--- config.mk ---
export PLATFORM = sky130hd
export DESIGN_NAME = orr_router
export DESIGN_NICKNAME = d
export VERILOG_FILES = /design/src/rtl/orr_pkg.sv /design/src/rtl/orr_pin_route.sv /design/src/rtl/orr_router.sv
export SDC_FILE = /design/constraint.sdc
export NUM_CORES = 1
export LEC_CHECK = 0
export CAP_MARGIN = 25
export CORE_UTILIZATION = 45
export DETAILED_ROUTE_END_ITERATION = 12
export DONT_BUFFER_PORTS = 1
export GPL_TIMING_DRIVEN = 0
export HOLD_SLACK_MARGIN = 0.15
export PLACE_DENSITY = 0.65
export SLEW_MARGIN = 20
export SYNTH_ARGS = -nofsm -noshare
export SYNTH_HDL_FRONTEND = slang
export SYNTH_HIERARCHICAL = 1
export SYNTH_SLANG_ARGS = --single-unit
--- constraint.sdc ---
create_clock -name CLK_SYS -period 11.4 [get_ports CLK_SYS]
set_clock_uncertainty 0.2 [all_clocks]
set_input_delay 2.28 -clock CLK_SYS [delete_from_list [all_inputs] [get_ports CLK_SYS]]
set_output_delay 2.28 -clock CLK_SYS [all_outputs]
set_load 0.01 [all_outputs]
--- src/rtl/orr_pkg.sv ---
`default_nettype none
package orr_pkg;
    localparam int NUM_SIG   = 10;
    localparam int NUM_PINS  = 3;
    localparam int NUM_WORDS = 4;
    localparam int WORD_W    = 16;
    localparam int DIGIT_W   = 4;

    // parameter word indexes
    localparam logic [1:0] IDX_ROUTE_A  = 2'h0;
    localparam logic [1:0] IDX_ROUTE_B  = 2'h1;
    localparam logic [1:0] IDX_ROUTE_C  = 2'h2;
    localparam logic [1:0] IDX_POLARITY = 2'h3;

    // selector codes
    localparam logic [3:0] SEL_NONE  = 4'h0;
    localparam logic [3:0] SEL_PIN0  = 4'h1;
    localparam logic [3:0] SEL_PIN1  = 4'h2;
    localparam logic [3:0] SEL_PIN2  = 4'h3;
    localparam logic [3:0] POL_INVERT = 4'h1;

    // status signal indexes
    localparam int SIG_POSITION_DONE = 0;
    localparam int SIG_SPEED_MATCH   = 1;
    localparam int SIG_ROTATING      = 2;
    localparam int SIG_SERVO_READY   = 3;
    localparam int SIG_TORQUE_LIMIT  = 4;
    localparam int SIG_SPEED_LIMIT   = 5;
    localparam int SIG_BRAKE_RELEASE = 6;
    localparam int SIG_WARNING       = 7;
    localparam int SIG_NEAR_POSITION = 8;
    localparam int SIG_PULSE_ACK     = 9;

    // word and digit holding each signal's selector
    localparam int SIG_WORD  [NUM_SIG] = '{0, 0, 0, 0, 1, 1, 1, 1, 2, 2};
    localparam int SIG_DIGIT [NUM_SIG] = '{0, 1, 2, 3, 0, 1, 2, 3, 0, 2};

    // control modes
    localparam logic [1:0] MODE_SPEED    = 2'h0;
    localparam logic [1:0] MODE_POSITION = 2'h1;
    localparam logic [1:0] MODE_TORQUE   = 2'h2;

    // factory values
    localparam logic [15:0] RST_ROUTE_A  = 16'h0200;
    localparam logic [15:0] RST_ROUTE_B  = 16'h0000;
    localparam logic [15:0] RST_ROUTE_C  = 16'h0000;
    localparam logic [15:0] RST_POLARITY = 16'h0000;

    function automatic logic [3:0] digit_of(input logic [15:0] word, input int k);
        digit_of = word[4*k +: 4];
    endfunction
endpackage : orr_pkg
`default_nettype wire

--- src/rtl/orr_pin_route.sv ---
`timescale 1ns/1ps
`default_nettype none
module orr_pin_route #(
    parameter int NUM_SIG  = 10,
    parameter int NUM_PINS = 3
) (
    input  wire logic [NUM_SIG-1:0]   status,
    input  wire logic [4*NUM_SIG-1:0] sel_flat,
    output logic      [NUM_PINS-1:0]  pin_or
);
    // a 4 bit selector can name at most 15 pins
    if (NUM_PINS > 15 || NUM_SIG < 1) begin : g_bad_size
        $error("orr_pin_route: unsupported size");
    end

    genvar p;
    genvar i;
    generate
        for (p = 0; p < NUM_PINS; p++) begin : g_pin
            logic [NUM_SIG-1:0] hit;
            for (i = 0; i < NUM_SIG; i++) begin : g_sig
                // codes above the pin count never match, so they stay unrouted
                assign hit[i] = status[i] && (sel_flat[4*i +: 4] == 4'(p + 1));
            end
            assign pin_or[p] = |hit;
        end
    endgenerate
endmodule // orr_pin_route
`default_nettype wire

--- src/rtl/orr_router.sv ---
`timescale 1ns/1ps
`default_nettype none
module orr_router (
    input  wire logic                       CLK_SYS,
    input  wire logic                       SYS_RST,
    input  wire logic                       PRM_WR_EN,
    input  wire logic [1:0]                 PRM_IDX,
    input  wire logic [orr_pkg::WORD_W-1:0] PRM_WDATA,
    input  wire logic                       CFG_RELOAD,
    input  wire logic [1:0]                 CTRL_MODE,
    input  wire logic [orr_pkg::NUM_SIG-1:0] STATUS_IN,
    output logic      [orr_pkg::WORD_W-1:0] PRM_RDATA,
    output logic                            CFG_PENDING,
    output logic                            BRAKE_POL_WARN,
    output logic      [orr_pkg::NUM_PINS-1:0] OUT_PIN_DRV,
    output logic      [orr_pkg::NUM_PINS-1:0] OUTPUT_STATE_MONITOR
);
    import orr_pkg::*;

    logic [NUM_WORDS-1:0][WORD_W-1:0] stored_q;
    logic [NUM_WORDS-1:0][WORD_W-1:0] active_q;
    logic                             load_q;
    logic [NUM_PINS-1:0]              pin_q;
    logic [NUM_PINS-1:0]              mon_q;
    logic [WORD_W-1:0]                rdata_q;
    logic                             pending_q;
    logic                             brake_warn_q;

    logic                             apply_cfg;
    logic [NUM_SIG-1:0]               valid_mask;
    logic [NUM_SIG-1:0]               gated_status;
    logic [4*NUM_SIG-1:0]             sel_flat;
    logic [NUM_PINS-1:0]              pin_or;
    logic [NUM_PINS-1:0]              pol_inv;
    logic [NUM_PINS-1:0]              pin_d;
    logic [3:0]                       brake_sel;
    logic                             brake_inv;

    // signals that exist only in some control modes
    function automatic logic [NUM_SIG-1:0] mode_valid(input logic [1:0] mode);
        logic [NUM_SIG-1:0] m;
        m = '1;
        if (mode != MODE_POSITION) begin
            m[SIG_POSITION_DONE] = 1'b0;
            m[SIG_NEAR_POSITION] = 1'b0;
            m[SIG_PULSE_ACK]     = 1'b0;
        end
        if (mode != MODE_SPEED) begin
            m[SIG_SPEED_MATCH] = 1'b0;
        end
        return m;
    endfunction

    // one cycle after reset release plays the part of power-up
    assign apply_cfg    = load_q || CFG_RELOAD;
    assign valid_mask   = mode_valid(CTRL_MODE);
    assign gated_status = STATUS_IN & valid_mask;

    genvar gi;
    generate
        for (gi = 0; gi < NUM_SIG; gi++) begin : g_sel
            assign sel_flat[4*gi +: 4] =
                digit_of(active_q[SIG_WORD[gi]], SIG_DIGIT[gi]);
        end
        for (gi = 0; gi < NUM_PINS; gi++) begin : g_pol
            assign pol_inv[gi] = digit_of(active_q[IDX_POLARITY], gi) == POL_INVERT;
        end
    endgenerate

    orr_pin_route #(
        .NUM_SIG  (NUM_SIG),
        .NUM_PINS (NUM_PINS)
    ) u_route (
        .status   (gated_status),
        .sel_flat (sel_flat),
        .pin_or   (pin_or)
    );

    assign pin_d     = pin_or ^ pol_inv;
    assign brake_sel = sel_flat[4*SIG_BRAKE_RELEASE +: 4];
    // inverted brake line loses fail-safe on a broken wire
    assign brake_inv = (brake_sel == SEL_PIN0 && pol_inv[0]) ||
                       (brake_sel == SEL_PIN1 && pol_inv[1]) ||
                       (brake_sel == SEL_PIN2 && pol_inv[2]);

    // stored words: what software last wrote
    always_ff @(posedge CLK_SYS or posedge SYS_RST) begin
        if (SYS_RST) begin
            stored_q <= {RST_POLARITY, RST_ROUTE_C, RST_ROUTE_B, RST_ROUTE_A};
        end else if (PRM_WR_EN) begin
            stored_q[PRM_IDX] <= PRM_WDATA;
        end
    end

    // active words only move on reset release or CFG_RELOAD
    always_ff @(posedge CLK_SYS or posedge SYS_RST) begin
        if (SYS_RST) begin
            active_q <= {RST_POLARITY, RST_ROUTE_C, RST_ROUTE_B, RST_ROUTE_A};
            load_q   <= 1'b1;
        end else begin
            load_q <= 1'b0;
            if (apply_cfg) begin
                active_q <= stored_q;
            end
        end
    end

    always_ff @(posedge CLK_SYS or posedge SYS_RST) begin
        if (SYS_RST) begin
            pin_q        <= '0;
            mon_q        <= '0;
            rdata_q      <= '0;
            pending_q    <= 1'b0;
            brake_warn_q <= 1'b0;
        end else begin
            pin_q        <= pin_d;
            mon_q        <= pin_d;
            rdata_q      <= stored_q[PRM_IDX];
            pending_q    <= stored_q != active_q;
            brake_warn_q <= brake_inv;
        end
    end

    assign OUT_PIN_DRV          = pin_q;
    assign OUTPUT_STATE_MONITOR = mon_q;
    assign PRM_RDATA            = rdata_q;
    assign CFG_PENDING          = pending_q;
    assign BRAKE_POL_WARN       = brake_warn_q;

    logic [3:0] d_a2;
    logic [3:0] d_a3;
    logic [3:0] d_b0;
    logic [3:0] d_b1;
    logic [3:0] d_b2;
    logic [3:0] d_c2;
    logic       any_to_pin0;
    assign d_a2 = digit_of(active_q[IDX_ROUTE_A], 2);
    assign d_a3 = digit_of(active_q[IDX_ROUTE_A], 3);
    assign d_b0 = digit_of(active_q[IDX_ROUTE_B], 0);
    assign d_b1 = digit_of(active_q[IDX_ROUTE_B], 1);
    assign d_b2 = digit_of(active_q[IDX_ROUTE_B], 2);
    assign d_c2 = digit_of(active_q[IDX_ROUTE_C], 2);
    assign any_to_pin0 = |(STATUS_IN & {
        sel_flat[39:36] == SEL_PIN0, sel_flat[35:32] == SEL_PIN0,
        sel_flat[31:28] == SEL_PIN0, sel_flat[27:24] == SEL_PIN0,
        sel_flat[23:20] == SEL_PIN0, sel_flat[19:16] == SEL_PIN0,
        sel_flat[15:12] == SEL_PIN0, sel_flat[11:8]  == SEL_PIN0,
        sel_flat[7:4]   == SEL_PIN0, sel_flat[3:0]   == SEL_PIN0});
endmodule // orr_router
`default_nettype wire

==> run_results.csv <==
group,metric,value,unit
outcome,status,"complete, no violations",
floorplan,io_pins,58,
worst_setup_path,critPathMaxStageDelay,0.43,ns
cts,path_clk_slew,0.06,ns
cts,worst_skew_pair.late_latency,0.43,ns
place,gp_routability_congestion,0.823,
cells_and_area,final_common_cell,"dfrtp_1",
sta,worst_pin_slew,0.789,ns
routing,drt_wl_total,16400,um
floorplan,die_x,126,um
sta,tns,0,ns
cts,cts_tree,"done",
worst_setup_path,cp.required,11.54,ns
floorplan,fp.dieH,126,um
global_route,grt_max_degree,78,
pwr,clkPwrFrac,35.5,%
pwr,leakagePower,3.12,nW
cells_and_area,area_growth,13.0,%
pwr,p_per_area,216,nW/um^2
routing,drc,0,
synth,ys_seq_area_share,54.4,%
cts,htree_levels,4,
worst_setup_path,worstPathMaxFanout,3,
cts,cts_root_buf,"clkbuf_16",
pwr,pwr-share-comb,18.1,%
job,maxCapViolations,0,
synth,syn-num-nets,505,
worst_setup_path,crit_type,"primary input to flop",
cts,cts_repair_resize_count,0,
cts,cts_buffers,17,
cells_and_area,layout.nets,525,
cts,cts_hold_buf,0,
sta,hold_viol,0,
global_route,grt_pass1_vias,4120,
worst_setup_path,start_kind,"primary input",
cells_and_area,design_area,7810,sq um
cts,cts_sinks,150,
synth,async_flop_share,100,%
sta,slew_viol_final,0,
floorplan,start_util,46.9,%
routing,drtPass1Iterations,4,
synth,synthFlopType,"dfrtp_1",
synth,synth_area,6910,sq um
routing,routed_via_density,5.77,
floorplan,core,14800,sq um
synth,synth_edf_count,0,
place,dp_hpwl,11700,um
floorplan,num_rows,44,
synth,ys_ff_latch,150,
cells_and_area,drive_gt1_share,41.0,%
worst_setup_path,end_kind,"flop",
worst_setup_path,cp_slowest_cell,"nor2b_1",
place,place_area,7180,sq um
synth,avgSynthCellArea,14.7,sq um
routing,routedWlPerCell,23.9,um
synth,ys_warn_count,6,
sta,fin_crit,3.85,ns
floorplan,die_area,15900,sq um
worst_setup_path,path_cells,"nor2b_1 > and2_1 > nor3b_1 > nand2_1 > o211ai_1 > or4_1 > xor2_1",
synth,synthCells,471,
pwr,switchingPower,0.000479,W
synth,ys_types,38,
pwr,vdd_drop_max,0.153,mV
global_route,grt_pass1_wl,25300,um
sta,fmax,0.260,GHz
global_route,grtUsageTotal,22.4,%
worst_setup_path,cp_top_family,"simple AND/OR/NAND/NOR gates",
cells_and_area,layout_common_cells,"dfrtp_1 (147), mux2_2 (129), xnor2_1 (64)",
sta,period_share,33.8,%
pwr,swShare,28.5,%
worst_setup_path,worst-path-buf-inv,0,
sta,setup_viol,0,
worst_hold_path,hold_class,"flop to flop",
global_route,gr-total-overflow,0,
cells_and_area,final_core_util,52.9,%
sta,rsz0062_at_grt,"no",
global_route,antenna_found_initial,1,
routing,dr.first_iter.drc_count,282,
routing,via_count,3969,
cts,postCtsSetupRepairBufs,0,
sta,slew_headroom,46.7,%
routing,ant_nets,0,
place,port_buffers,0,
pwr,power_frac_seq,46.4,%
pwr,p_total,0.00168,W
cts,cts_max_path_buffers,2,
pwr,p_int,0.00120,W
worst_setup_path,worstPathArrival,3.99,ns
-- stage by stage --
stage	instances	hold WS, ns	setup slack [ns]
after CTS	687	0.323	7.55
final	688	0.321	7.55
after detailed placement	656	0.315	7.14
after global placement	655	0.309	3.32
after floorplan	471	0.269	4.89
after global routing	687	0.341	7.47
-- power groups by stage --
stage                     Combinational [W]  Sequential (W)  Clock [W]
after floorplan                    0.000245        0.000750          0
after global placement             0.000300        0.000782          0
after detailed placement           0.000303        0.000788          0
after CTS                          0.000307        0.000780   0.000608
final                              0.000304        0.000781   0.000598
after global routing               0.000330        0.000798   0.000628
-- registers in the layout, summed over array words and instances (netlist names) --
name,cells
BRAKE_POL_WARN,1
CFG_PENDING,1
OUTPUT_STATE_MONITOR,3
PRM_RDATA,16
active_q,64
load_q,1
stored_q,64
-- synthesized netlist by cell type (all sizes together) (2+ instances only) --
cell,instances,area share [%]
nand2,10,0.54
and2,3,0.27
mux4,16,5.3
dfstp,3,1.1
xnor2,64,8.1
nand3,7,0.58
nor3b,7,1.1
nor4,4,0.36
buf,17,1.6
nand4,22,2.0
nor4b,3,0.38
mux2,129,21
nand3b,5,0.83
xor2,3,0.38
or3,2,0.18
inv,2,0.11
nor2,7,0.42
o2111ai,3,0.38
nand4b,8,1.1
dfrtp,147,53
-- cell families after synthesis --
family | Yosys count | share of synthesized area [%]
flops | 150 | 54.4
mux | 146 | 26.4
simple gates | 81 | 8.09
xor+xnor | 67 | 8.49
buf+inv | 19 | 1.76
compound gates | 7 | 0.833
other cells | 1 | 0.0542
-- per-layer routing --
metal | wire, um | vias to the layer above | global-route usage, %
li1 | - | 1774 | -
met4 | 191 | 0 | 7.58
met1 | 7700 | 2088 | 31.3
met3 | 750 | 13 | 5.86
met5 | 0 | - | 0
met2 | 7790 | 94 | 34.1
-- layout make-up --
cell class,count,area [sq um]
Fill cell,1221,6940
Sequential cell,150,3760
Antenna cell,1,2.50
Multi-Input combinational cell,302,3030
Timing Repair Buffer,1,27.5
Buffer,17,114
Clock inverter,12,176
Tap cell,184,230
Inverter,2,15.0
Clock buffer,19,453
-- final timing paths --
path	startpoint	end	slack (ns)	depth (start not counted)
max	CTRL_MODE[0]	OUTPUT_STATE_MONITOR[1]$_DFF_PP0_	7.55	7
min	active_q[27]$_DFFE_PP0P_	BRAKE_POL_WARN$_DFF_PP0_	0.32	1
max reg2reg	active_q[49]$_DFFE_PP0P_	BRAKE_POL_WARN$_DFF_PP0_	9.43	4
min reg2reg	active_q[27]$_DFFE_PP0P_	BRAKE_POL_WARN$_DFF_PP0_	0.32	1
max in group asynchronous	SYS_RST	stored_q[9]$_DFFE_PP1P_	8.66	2
min in group asynchronous	SYS_RST	stored_q[2]$_DFFE_PP0P_	1.55	1
(Power assumes the default switching activity.)
